### src/verilog/bsm_pkg.sv
// Constants, register map and state type for the test and error-second monitor
package bsm_pkg;

	// Second tick timing
	localparam int unsigned BSM_CLK_PERIOD_NS = 10;
	localparam int unsigned BSM_SECOND_NS     = 1000000000;
	localparam int unsigned BSM_TICK_CYCLES   = BSM_SECOND_NS / BSM_CLK_PERIOD_NS;

	// Register byte addresses
	localparam logic [7:0] BSM_ADR_CTRL    = 8'h00;
	localparam logic [7:0] BSM_ADR_CMD     = 8'h04;
	localparam logic [7:0] BSM_ADR_STAT    = 8'h08;
	localparam logic [7:0] BSM_ADR_BERR    = 8'h0C;
	localparam logic [7:0] BSM_ADR_TES     = 8'h10;
	localparam logic [7:0] BSM_ADR_TSES    = 8'h14;
	localparam logic [7:0] BSM_ADR_TCSES   = 8'h18;
	localparam logic [7:0] BSM_ADR_UNSYNC  = 8'h1C;
	localparam logic [7:0] BSM_ADR_SECS    = 8'h20;
	localparam logic [7:0] BSM_ADR_BER     = 8'h24;
	localparam logic [7:0] BSM_ADR_BITS    = 8'h28;
	localparam logic [7:0] BSM_ADR_IN_ES   = 8'h2C;
	localparam logic [7:0] BSM_ADR_IN_SEV  = 8'h30;
	localparam logic [7:0] BSM_ADR_IN_RUN  = 8'h34;
	localparam logic [7:0] BSM_ADR_OUT_ES  = 8'h38;
	localparam logic [7:0] BSM_ADR_OUT_SEV = 8'h3C;
	localparam logic [7:0] BSM_ADR_OUT_RUN = 8'h40;

	// Field positions
	localparam int unsigned BSM_CTRL_PAT_LSB = 0;
	localparam int unsigned BSM_CTRL_DIR_BIT = 3;
	localparam int unsigned BSM_CTRL_SEC_BIT = 4;
	localparam int unsigned BSM_CTRL_FEC_LSB = 5;
	localparam int unsigned BSM_CMD_INJ_BIT  = 0;
	localparam int unsigned BSM_CMD_TCLR_BIT = 1;
	localparam int unsigned BSM_CMD_PCLR_BIT = 2;

	// Reset values
	localparam logic BSM_DIR_NET_RST = 1'b0;
	localparam logic BSM_SEC_RST     = 1'b0;

	// Loop state codes
	localparam logic [1:0] BSM_LOOP_NONE = 2'h0;
	localparam logic [1:0] BSM_LOOP_TERM = 2'h1;
	localparam logic [1:0] BSM_LOOP_NET  = 2'h2;

	// Counting thresholds
	localparam logic [3:0]  BSM_CSES_RUN      = 4'hA;
	localparam logic [33:0] BSM_SES_RATIO     = 34'h3E8;
	localparam logic [5:0]  BSM_SYNC_GOOD_LST = 6'h1F;
	localparam logic [6:0]  BSM_WIN_LAST      = 7'h7F;
	localparam logic [3:0]  BSM_LOSS_ERRS     = 4'h8;
	localparam logic [5:0]  BSM_DIV_STEPS     = 6'h38;

	typedef enum logic [2:0] {
		PAT_OFF   = 3'h0,
		PAT_MARK  = 3'h1,
		PAT_SPACE = 3'h2,
		PAT_ALT   = 3'h3,
		PAT_ONE8  = 3'h4,
		PAT_P511  = 3'h5,
		PAT_P2047 = 3'h6,
		PAT_QRSS  = 3'h7
	} bsm_pat_e;

	typedef enum logic [1:0] {
		FEC_NONE = 2'h0,
		FEC_MAJ  = 2'h1,
		FEC_BCH  = 2'h2
	} bsm_fec_e;

	typedef struct packed {
		logic [26:0] tick_cnt;
		logic        ack;
		logic [31:0] rdat;
		bsm_pat_e    pat;
		logic        dir;
		logic        sec;
		bsm_fec_e    fec;
		logic        inj_pend;
		logic        tx_bit;
		logic [19:0] tx_hist;
		logic [19:0] rx_hist;
		logic        sync;
		logic [5:0]  good_cnt;
		logic [6:0]  win_cnt;
		logic [3:0]  win_err;
		logic [31:0] be_tot;
		logic [31:0] bits_tot;
		logic        t_err_flag;
		logic        t_oos_flag;
		logic [23:0] t_err_cnt;
		logic [23:0] t_bit_cnt;
		logic [15:0] t_es;
		logic [15:0] t_ses;
		logic [15:0] t_cses;
		logic [15:0] t_unsync;
		logic [15:0] t_secs;
		logic [3:0]  t_run;
		logic        t_act;
		logic [31:0] ber;
		logic        div_busy;
		logic [5:0]  div_cnt;
		logic [32:0] div_rem;
		logic [55:0] div_num;
		logic [31:0] div_den;
		logic [23:0] i_err_cnt;
		logic [23:0] o_err_cnt;
		logic [23:0] f_bit_cnt;
		logic [15:0] i_es;
		logic [15:0] i_ses;
		logic [15:0] i_cses;
		logic [3:0]  i_run;
		logic        i_act;
		logic [15:0] o_es;
		logic [15:0] o_ses;
		logic [15:0] o_cses;
		logic [3:0]  o_run;
		logic        o_act;
		logic        fw_meta;
		logic        fw_sync;
	} bsm_state_s;

endpackage : bsm_pkg

### src/verilog/bsm_top.sv
// Bit error rate tester and per-second error monitor with a Wishbone register file
//
// Overview of operation
// - Count input errored seconds: any network-side input error in that second.
// - Count input severe seconds: input error ratio above one per thousand.
// - Input consecutive count starts after ten severe seconds, stops after ten clean.
// - Output errored seconds counted only while BCH correction is selected.
// - Output severe seconds, ratio above one per thousand, only under BCH.
// - Output consecutive count, ten-second start and stop, only under BCH.
// - Patterns: off, ones, zeros, 1010, 0100-0000, 511, 2047, quasi-random.
// - Reset defaults: pattern off, direction network, primary channel.
// - Direction chooses network or four-wire user side for the pattern.
// - Primary or secondary channel; secondary only when the port has one.
// - Flag sync when received pattern matches, own loopback or remote tester.
// - Keep a running total of checker bit errors.
// - Tester errored second: any detected pattern error in that second.
// - Tester severe second: error ratio above one per thousand.
// - Tester consecutive count, ten-second start and ten-second stop.
// - Count seconds in which the checker is not synchronised.
// - Report bit error rate as errors divided by bits sent.
// - Count seconds elapsed since the test started.
// - Injection requests pending at a bit slot invert exactly one transmitted test bit.
// - Test clear resets every tester statistic.
// - Expose local loop state: none, toward terminal, toward network.
// - Under majority vote the output counters are not maintained.
`timescale 1ns/10ps
`default_nettype none

module bsm_top
	import bsm_pkg::*;
#(
	parameter int unsigned TICK_CYCLES = BSM_TICK_CYCLES
) (
	input  wire logic        CLK_SYS,
	input  wire logic        RST_B,
	input  wire logic        CE,
	input  wire logic        WB_CYC_I,
	input  wire logic        WB_STB_I,
	input  wire logic        WB_WE_I,
	input  wire logic [7:0]  WB_ADR_I,
	input  wire logic [3:0]  WB_SEL_I,
	input  wire logic [31:0] WB_DAT_I,
	output logic      [31:0] WB_DAT_O,
	output logic             WB_ACK_O,
	input  wire logic        BIT_STB,
	input  wire logic        NET_PRI_RX,
	input  wire logic        NET_SEC_RX,
	input  wire logic        USER_PRI_RX,
	input  wire logic        USER_SEC_RX,
	input  wire logic        SEC_PRESENT,
	input  wire logic        FEC_BIT_STB,
	input  wire logic        FEC_IN_ERR,
	input  wire logic        FEC_OUT_ERR,
	input  wire logic [1:0]  LOCAL_LOOP_STATE,
	input  wire logic        FOUR_WIRE_SIGNAL,
	output logic             TST_TX_BIT,
	output logic             TST_NET_EN,
	output logic             TST_USER_EN,
	output logic             TST_SEC_SEL
);

	bsm_state_s s_q;
	bsm_state_s s_d;

	// Pattern next bit from the last bits; shared by generator and checker
	function automatic logic pat_bit(input bsm_pat_e p, input logic [19:0] h);
		logic b;
		b = 1'b0;
		case (p)
			PAT_MARK:  b = 1'b1;
			PAT_SPACE: b = 1'b0;
			PAT_ALT:   b = ~h[0];
			PAT_ONE8:  b = (h[6:0] == 7'h00);
			PAT_P511:  b = (h[8:0] == 9'h000) ? 1'b1 : (h[8] ^ h[4]);
			PAT_P2047: b = (h[10:0] == 11'h000) ? 1'b1 : (h[10] ^ h[8]);
			// Zero runs capped at fourteen, same rule on both ends
			PAT_QRSS:  b = (h[13:0] == 14'h0000) ? 1'b1 : (h[19] ^ h[16]);
			default:   b = 1'b0;
		endcase
		return b;
	endfunction : pat_bit

	// Severe when errors exceed one per thousand bits
	function automatic logic is_severe(input logic [23:0] errs, input logic [23:0] bits);
		return (({10'h000, errs} * BSM_SES_RATIO) > {10'h000, bits});
	endfunction : is_severe

	// Ten-in-a-row start and stop of a consecutive-severe run; returns {active, run}
	function automatic logic [4:0] cses_step(input logic sev, input logic act, input logic [3:0] run);
		logic [3:0] r;
		logic       a;
		a = act;
		r = (sev ^ act) ? run + 4'h1 : 4'h0;
		if (r == BSM_CSES_RUN) begin
			a = ~act;
			r = 4'h0;
		end
		return {a, r};
	endfunction : cses_step

	logic        wb_req;
	logic        tick;
	logic        running;
	logic        rx_bit;
	logic        exp_bit;
	logic        bit_err;
	logic        sev_now;
	logic [4:0]  step;
	logic [32:0] div_try;

	assign wb_req  = WB_CYC_I & WB_STB_I & ~s_q.ack;
	assign tick    = (s_q.tick_cnt == 27'(TICK_CYCLES - 1));
	assign running = (s_q.pat != PAT_OFF);

	always_comb begin
		// returned pattern follows the chosen side
		case ({s_q.dir, s_q.sec})
			2'b00:   rx_bit = NET_PRI_RX;
			2'b01:   rx_bit = NET_SEC_RX;
			2'b10:   rx_bit = USER_PRI_RX;
			default: rx_bit = USER_SEC_RX;
		endcase
	end

	assign exp_bit = pat_bit(s_q.pat, s_q.rx_hist);
	assign bit_err = running & BIT_STB & (rx_bit != exp_bit);

	always_comb begin
		s_d     = s_q;
		sev_now = 1'b0;
		step    = 5'h00;
		div_try = 33'h0;

		// one-second tick from the system clock
		s_d.tick_cnt = tick ? 27'h0 : s_q.tick_cnt + 27'h1;

		// Line detect synchroniser
		s_d.fw_meta = FOUR_WIRE_SIGNAL;
		s_d.fw_sync = s_q.fw_meta;

		// Bus slave, one wait state, unmapped reads return zero
		s_d.ack = wb_req;
		if (wb_req && !WB_WE_I) begin
			case ({WB_ADR_I[7:2], 2'b00})
				BSM_ADR_CTRL:  s_d.rdat = {25'h0, s_q.fec, s_q.sec, s_q.dir, s_q.pat};
				BSM_ADR_STAT:  s_d.rdat = {24'h0, SEC_PRESENT, s_q.t_act, s_q.o_act, s_q.i_act,
							s_q.fw_sync, LOCAL_LOOP_STATE, s_q.sync};
				BSM_ADR_BERR:  s_d.rdat = s_q.be_tot;
				BSM_ADR_TES:   s_d.rdat = {16'h0, s_q.t_es};
				BSM_ADR_TSES:  s_d.rdat = {16'h0, s_q.t_ses};
				BSM_ADR_TCSES: s_d.rdat = {16'h0, s_q.t_cses};
				BSM_ADR_UNSYNC:  s_d.rdat = {16'h0, s_q.t_unsync};
				BSM_ADR_SECS:    s_d.rdat = {16'h0, s_q.t_secs};
				BSM_ADR_BER:     s_d.rdat = s_q.ber;
				BSM_ADR_BITS:    s_d.rdat = s_q.bits_tot;
				BSM_ADR_IN_ES:   s_d.rdat = {16'h0, s_q.i_es};
				BSM_ADR_IN_SEV:  s_d.rdat = {16'h0, s_q.i_ses};
				BSM_ADR_IN_RUN:  s_d.rdat = {16'h0, s_q.i_cses};
				BSM_ADR_OUT_ES:  s_d.rdat = {16'h0, s_q.o_es};
				BSM_ADR_OUT_SEV: s_d.rdat = {16'h0, s_q.o_ses};
				BSM_ADR_OUT_RUN: s_d.rdat = {16'h0, s_q.o_cses};
				default:       s_d.rdat = 32'h0;
			endcase
		end

		// test clear first, so events of the same cycle survive it
		if (wb_req && WB_WE_I && WB_SEL_I[0] && ({WB_ADR_I[7:2], 2'b00} == BSM_ADR_CMD)
				&& WB_DAT_I[BSM_CMD_TCLR_BIT]) begin
			s_d.be_tot     = 32'h0;
			s_d.bits_tot   = 32'h0;
			s_d.t_err_flag = 1'b0;
			s_d.t_oos_flag = 1'b0;
			s_d.t_err_cnt  = 24'h0;
			s_d.t_bit_cnt  = 24'h0;
			s_d.t_es       = 16'h0;
			s_d.t_ses      = 16'h0;
			s_d.t_cses     = 16'h0;
			s_d.t_unsync   = 16'h0;
			s_d.t_secs     = 16'h0;
			s_d.t_run      = 4'h0;
			s_d.t_act      = 1'b0;
			s_d.ber        = 32'h0;
			s_d.div_busy   = 1'b0;
		end
		if (wb_req && WB_WE_I && WB_SEL_I[0] && ({WB_ADR_I[7:2], 2'b00} == BSM_ADR_CMD)
				&& WB_DAT_I[BSM_CMD_PCLR_BIT]) begin
			s_d.i_err_cnt = 24'h0;
			s_d.o_err_cnt = 24'h0;
			s_d.f_bit_cnt = 24'h0;
			s_d.i_es      = 16'h0;
			s_d.i_ses     = 16'h0;
			s_d.i_cses    = 16'h0;
			s_d.i_run     = 4'h0;
			s_d.i_act     = 1'b0;
			s_d.o_es      = 16'h0;
			s_d.o_ses     = 16'h0;
			s_d.o_cses    = 16'h0;
			s_d.o_run     = 4'h0;
			s_d.o_act     = 1'b0;
		end

		// Generator, one bit per slot strobe
		if (BIT_STB && running) begin
			s_d.tx_hist = {s_q.tx_hist[18:0], pat_bit(s_q.pat, s_q.tx_hist)};
			// one inverted bit; history keeps the clean bit so only one error is sent
			s_d.tx_bit   = pat_bit(s_q.pat, s_q.tx_hist) ^ s_q.inj_pend;
			s_d.inj_pend = 1'b0;
			s_d.bits_tot = s_d.bits_tot + 32'h1;
		end

		// Checker
		if (BIT_STB && running) begin
			s_d.rx_hist = {s_q.rx_hist[18:0], rx_bit};
			if (!s_q.sync) begin
				s_d.t_oos_flag = 1'b1;
				s_d.good_cnt   = bit_err ? 6'h00 : s_q.good_cnt + 6'h01;
				// sync after a run of matching bits
				if (!bit_err && (s_q.good_cnt == BSM_SYNC_GOOD_LST)) begin
					s_d.sync    = 1'b1;
					s_d.win_cnt = 7'h00;
					s_d.win_err = 4'h0;
				end
			end else begin
				if (bit_err) begin
					s_d.be_tot     = s_d.be_tot + 32'h1;
					s_d.t_err_cnt  = s_d.t_err_cnt + 24'h1;
					s_d.t_err_flag = 1'b1;
				end
				s_d.t_bit_cnt = s_d.t_bit_cnt + 24'h1;
				s_d.win_cnt   = s_q.win_cnt + 7'h01;
				if (bit_err && (s_q.win_err != 4'hF))
					s_d.win_err = s_q.win_err + 4'h1;
				// Dense errors in one window mean the lock is lost
				if (s_q.win_cnt == BSM_WIN_LAST) begin
					if (s_d.win_err >= BSM_LOSS_ERRS) begin
						s_d.sync     = 1'b0;
						s_d.good_cnt = 6'h00;
					end
					s_d.win_err = 4'h0;
				end
			end
		end
		if (!running) begin
			s_d.sync     = 1'b0;
			s_d.good_cnt = 6'h00;
		end

		// Tester per-second decisions
		if (tick && running) begin
			s_d.t_secs = s_d.t_secs + 16'h1;
			if (s_d.t_err_flag)
				s_d.t_es = s_d.t_es + 16'h1;
			sev_now = is_severe(s_d.t_err_cnt, s_d.t_bit_cnt);
			if (sev_now)
				s_d.t_ses = s_d.t_ses + 16'h1;
			step      = cses_step(sev_now, s_d.t_act, s_d.t_run);
			s_d.t_act = step[4];
			s_d.t_run = step[3:0];
			if (step[4])
				s_d.t_cses = s_d.t_cses + 16'h1;
			if (s_d.t_oos_flag || !s_q.sync)
				s_d.t_unsync = s_d.t_unsync + 16'h1;
			s_d.t_err_flag = 1'b0;
			s_d.t_oos_flag = 1'b0;
			s_d.t_err_cnt  = 24'h0;
			s_d.t_bit_cnt  = 24'h0;
		end
		// rate recomputed every tick, so it settles once the pattern stops
		if (tick) begin
			s_d.div_busy = 1'b1;
			s_d.div_cnt  = 6'h00;
			s_d.div_rem  = 33'h0;
			s_d.div_num  = {s_d.be_tot, 24'h0};
			s_d.div_den  = s_d.bits_tot;
		end else if (s_q.div_busy && s_d.div_busy) begin
			// serial divide, errors scaled by two to the 24
			div_try     = {s_q.div_rem[31:0], s_q.div_num[55]};
			s_d.div_num = {s_q.div_num[54:0], 1'b0};
			if (div_try >= {1'b0, s_q.div_den}) begin
				div_try        = div_try - {1'b0, s_q.div_den};
				s_d.div_num[0] = 1'b1;
			end
			s_d.div_rem = div_try;
			s_d.div_cnt = s_q.div_cnt + 6'h01;
			if (s_q.div_cnt == BSM_DIV_STEPS - 6'h01) begin
				s_d.div_busy = 1'b0;
				s_d.ber      = (s_q.div_den == 32'h0) ? 32'h0 : s_d.div_num[31:0];
			end
		end

		// Performance counters behind the correction stage
		if (FEC_BIT_STB && (s_q.fec != FEC_NONE)) begin
			s_d.f_bit_cnt = s_d.f_bit_cnt + 24'h1;
			if (FEC_IN_ERR)
				s_d.i_err_cnt = s_d.i_err_cnt + 24'h1;
			if (FEC_OUT_ERR && (s_q.fec == FEC_BCH))
				s_d.o_err_cnt = s_d.o_err_cnt + 24'h1;
		end
		if (tick) begin
			if (s_q.fec != FEC_NONE) begin
				if (s_d.i_err_cnt != 24'h0)
					s_d.i_es = s_d.i_es + 16'h1;
				sev_now = is_severe(s_d.i_err_cnt, s_d.f_bit_cnt);
				if (sev_now)
					s_d.i_ses = s_d.i_ses + 16'h1;
				step      = cses_step(sev_now, s_d.i_act, s_d.i_run);
				s_d.i_act = step[4];
				s_d.i_run = step[3:0];
				if (step[4])
					s_d.i_cses = s_d.i_cses + 16'h1;
			end
			if (s_q.fec == FEC_BCH) begin
				if (s_d.o_err_cnt != 24'h0)
					s_d.o_es = s_d.o_es + 16'h1;
				sev_now = is_severe(s_d.o_err_cnt, s_d.f_bit_cnt);
				if (sev_now)
					s_d.o_ses = s_d.o_ses + 16'h1;
				step      = cses_step(sev_now, s_d.o_act, s_d.o_run);
				s_d.o_act = step[4];
				s_d.o_run = step[3:0];
				if (step[4])
					s_d.o_cses = s_d.o_cses + 16'h1;
			end else begin
				s_d.o_act = 1'b0;
				s_d.o_run = 4'h0;
			end
			s_d.i_err_cnt = 24'h0;
			s_d.o_err_cnt = 24'h0;
			s_d.f_bit_cnt = 24'h0;
		end

		// Register writes last, so a fresh inject request is never eaten
		if (wb_req && WB_WE_I && WB_SEL_I[0]) begin
			case ({WB_ADR_I[7:2], 2'b00})
				BSM_ADR_CTRL: begin
					s_d.pat = bsm_pat_e'(WB_DAT_I[BSM_CTRL_PAT_LSB +: 3]);
					s_d.dir = WB_DAT_I[BSM_CTRL_DIR_BIT];
					// secondary refused when the port has none
					s_d.sec = WB_DAT_I[BSM_CTRL_SEC_BIT] & SEC_PRESENT;
					s_d.fec = bsm_fec_e'(WB_DAT_I[BSM_CTRL_FEC_LSB +: 2]);
				end
				BSM_ADR_CMD: begin
					if (WB_DAT_I[BSM_CMD_INJ_BIT])
						s_d.inj_pend = 1'b1;
				end
				default: begin
				end
			endcase
		end
		// fall back to primary if the secondary disappears
		if (!SEC_PRESENT)
			s_d.sec = 1'b0;
	end

	// Clock enable low freezes every flop, bus handshake included
	always_ff @(posedge CLK_SYS or negedge RST_B) begin
		if (!RST_B) begin
			s_q     <= '0;
			s_q.pat <= PAT_OFF;
			s_q.dir <= BSM_DIR_NET_RST;
			s_q.sec <= BSM_SEC_RST;
		end else if (CE) begin
			s_q <= s_d;
		end
	end

	assign WB_DAT_O    = s_q.rdat;
	assign WB_ACK_O    = s_q.ack;
	assign TST_TX_BIT  = s_q.tx_bit;
	// pattern steered to network or user side
	assign TST_NET_EN  = running & ~s_q.dir;
	assign TST_USER_EN = running & s_q.dir;
	assign TST_SEC_SEL = s_q.sec;

endmodule : bsm_top

`default_nettype wire
### config.mk
export PLATFORM = sky130hd
export DESIGN_NAME = bsm_top
export DESIGN_NICKNAME = d
export VERILOG_FILES = /design/src/verilog/bsm_pkg.sv /design/src/verilog/bsm_top.sv
export SDC_FILE = /design/constraint.sdc
export NUM_CORES = 2
export LEC_CHECK = 0
export ABC_AREA = 1
export BUFFER_PORTS_ARGS = -buffer_cell sky130_fd_sc_hd__buf_4
export CORE_MARGIN = 2
export CORE_UTILIZATION = 30
export CTS_BUF_LIST = sky130_fd_sc_hd__clkbuf_4
export DETAILED_ROUTE_END_ITERATION = 10
export SYNTH_ARGS = -nofsm -noshare
export SYNTH_HDL_FRONTEND = slang
export SYNTH_SLANG_ARGS = --single-unit
### constraint.sdc
create_clock -name CLK_SYS -period 7.8 [get_ports CLK_SYS]
set_input_delay 0.39 -clock CLK_SYS [delete_from_list [all_inputs] [get_ports CLK_SYS]]
set_output_delay 0.39 -clock CLK_SYS [all_outputs]
set_load 0.01 [all_outputs]
==> flow_summary.json <==
{
  "status": "finished clean",
  "fin_nets": 8800,
  "power.total_mw": 17.4,
  "mostFrequentLayoutCells": "nand2_1 (1660), inv_1 (1285), buf_4 (681)",
  "grt_pass1_vias": 51121,
  "drive_gt1_frac": 0.191,
  "fin_area_sq_um": 68100,
  "drt_iter0_drc": 4035,
  "power_density_nw_per_um2": 256,
  "layout.cells.most_common": "nand2_1",
  "synthFlopType": "dfrtp_1",
  "startpoint_type": "flip-flop",
  "grt_usage": 0.183,
  "synth-edff-count": 0,
  "max_freq_mhz": 129,
  "drt_wl_total_microns": 174000,
  "clkTransAtPathRegs_ns": 0.07,
  "setup_violations": 0,
  "drc": 0,
  "grt_max_degree": 162,
  "maxSlewViolCount": 0,
  "worstSetupPathType": "flip-flop to flip-flop",
  "tns_ns": 0,
  "antenna_found_initial": 4,
  "syn_nets": 8074,
  "placed_area_sq_um": 62100,
  "numPortBuffers": 68,
  "synth.distinct_cells": 72,
  "design.core.area_sq_um": 183000,
  "synthArstFlopShare": 1.00,
  "die_w_microns": 433,
  "cellLeakagePower_nw": 33.4,
  "max_cap_violations": 0,
  "ys_warn_count": 0,
  "cts_buffer_depth": 3,
  "synth.yosys.seq_area_share": 0.302,
  "place_inst": 10281,
  "drt-vias-per-instance": 4.85,
  "cts_buffers": 181,
  "use_met1": 0.247,
  "syn_area_sq_um": 55100,
  "cp_slowest_cell": "fa_1",
  "root_buffer": "clkbuf_4",
  "hp-class": "input port to flip-flop",
  "utilization": 0.373,
  "grt-ovfl-total": 0,
  "ir_worst_vdd_mv": 0.244,
  "clk_latency_ns": 1.20,
  "die_height_microns": 433,
  "grt_pass1_wl_microns": 275000,
  "crit_required_ns": 8.81,
  "htreeDepth": 4,
  "critical_path.max_stage_delay_ns": 0.53,
  "crit_buf_inv": 11,
  "gp_congestion": 0.953,
  "hold_violations": 0,
  "min_period_ns": 7.78,
  "initial_core_util": 0.301,
  "grtUsageMet2": 0.297,
  "row_count": 157,
  "die_area_sq_um": 187000,
  "grt-busiest-layer": "met2",
  "crit_top_cell": "buf_6",
  "dpl.hpwl_microns": 129000,
  "tightest_slew_ns": 1.16,
  "fin_crit_sh": 0.997,
  "rsz0062_at_grt": "yes",
  "met3_usage": 0.0278,
  "ys_ff_latch": 665,
  "finalNonFillerCells": 10741,
  "avgSynthCellArea_sq_um": 7.44,
  "cp_data_arrival_time_ns": 8.79,
  "wire_per_inst_microns": 16.2,
  "cpLargestDelayFamily": "adder cells",
  "clock_skew_ns": 0.0912,
  "dr.pass1.iters": 6,
  "cp_max_fo": 7,
  "ant_nets": 0,
  "vias": 52053,
  "cts_tree": "yes",
  "syn2layout_area_growth_pct": 23.6,
  "ios": 99,
  "clkSinkCount": 665,
  "synth_cells": 7409,
  "end_kind": "flip-flop",
  "slew_headroom": 0.225
}
## registers in the layout, indices dropped and copies added (netlist names)
register,flops
s_d,1
TST_SEC_SEL,1
WB_ACK_O,1
TST_TX_BIT,1
s_q,629
WB_DAT_O,32
## report_power, final
part / switching (mW) / internal, mW / total, mW
clock: 1.64 / 1.56 / 3.20
sequential: 0.274 / 3.85 / 4.12
combinational: 5.64 / 4.46 / 10.1
## metal layers
layer,share of wire,up-vias
met5,0.000063,-
met2,0.46,1456
met1,0.45,25031
met4,0.031,2
li1,-,25223
met3,0.057,341
## synth_stat cells (all sizes together), types with 3 or more instances
master     n  area (sq um)
a211oi     3          22.5
a21boi     8          60.1
a21o      24           180
a21oi    291          1470
a221oi    30           263
a22o       8          70.1
a22oi     10          75.1
a31oi     17           106
a32o       3          30.0
and3       4          25.0
buf       94           576
clkbuf   137           514
clkinv     4          15.0
dfrtp    665         16600
fa       256          5120
ha       347          4340
inv     1365          5120
mux2       5          56.3
nand2   1775          6700
nand3    354          1820
nand3b    17           128
nand4    158          1010
nor2     552          2200
nor3     166           937
nor3b      3          33.8
nor4      81           568
o211ai    11          82.6
o21a       6          45.0
o21ai    394          1980
o21bai    12          90.1
o22ai    185          1160
o31ai      4          30.0
or2       10          62.6
xnor2    154          1350
xor2     237          2080
## through the flow
stage	setup WS (ns)	hold slack [ns]
2_1_floorplan	0.0178	0.0944
3_5_place_dp	-0.467	0.459
3_3_place_gp	-0.455	0.454
6_report	0.0224	0.102
4_1_cts	-0.0783	0.00672
5_1_grt	-0.537	0.0760
## worst register-to-register path: cells and delay by family (launching register included)
kind            cells  cell delay, ns
compound gates      5            0.66
xor+xnor            3            0.38
fa+ha+maj           6            2.51
buf+inv            11            1.33
flops               1            0.39
simple gates       22            2.40
## layout make-up
cell class                      count  area (sq um)
Clock buffer                      257          1930
Fill cell                       18914        115000
Antenna cell                        6          15.0
Inverter                         1369          5170
Tap cell                         2464          3080
Clock inverter                     62           313
Sequential cell                   665         16600
Multi-Input combinational cell   5145         34800
Timing Repair Buffer              773          6210
## path summary, 6_finish.rpt
path,depth (start not counted),slack [ns],startpoint,end
worst max-delay path,47,0.02,s_q[559],s_q[406]
worst min register to register,2,0.47,s_q[594],s_q[594]
max in group asynchronous,5,6.07,RST_B,s_q[435]
worst max register to register,47,0.02,s_q[559],s_q[406]
worst min-delay path,8,0.10,WB_ADR_I[7],s_q[30]
min in group asynchronous,4,0.48,RST_B,s_q[528]
## what timing repair did
action | CTS | global route
buffers inserted | 31 | 68
hold buffers | 43 | 0
setup endpoints to repair | 103 | 111
gates cloned | 2 | 0
endpoints found under the hold margin | 227 | 0
resized for setup | 148 | 486
pin swaps | 64 | 262
## cells by family after synthesis
group | synth area share
muxes | 0.00102
DFF | 0.302
xor gates and xnor gates | 0.0623
adders and majority gates | 0.172
and+or+nand+nor | 0.245
AOI/OAI and AO/OA | 0.105
buffers and inverters | 0.113
No activity file was read; power rests on OpenSTA's default activity.
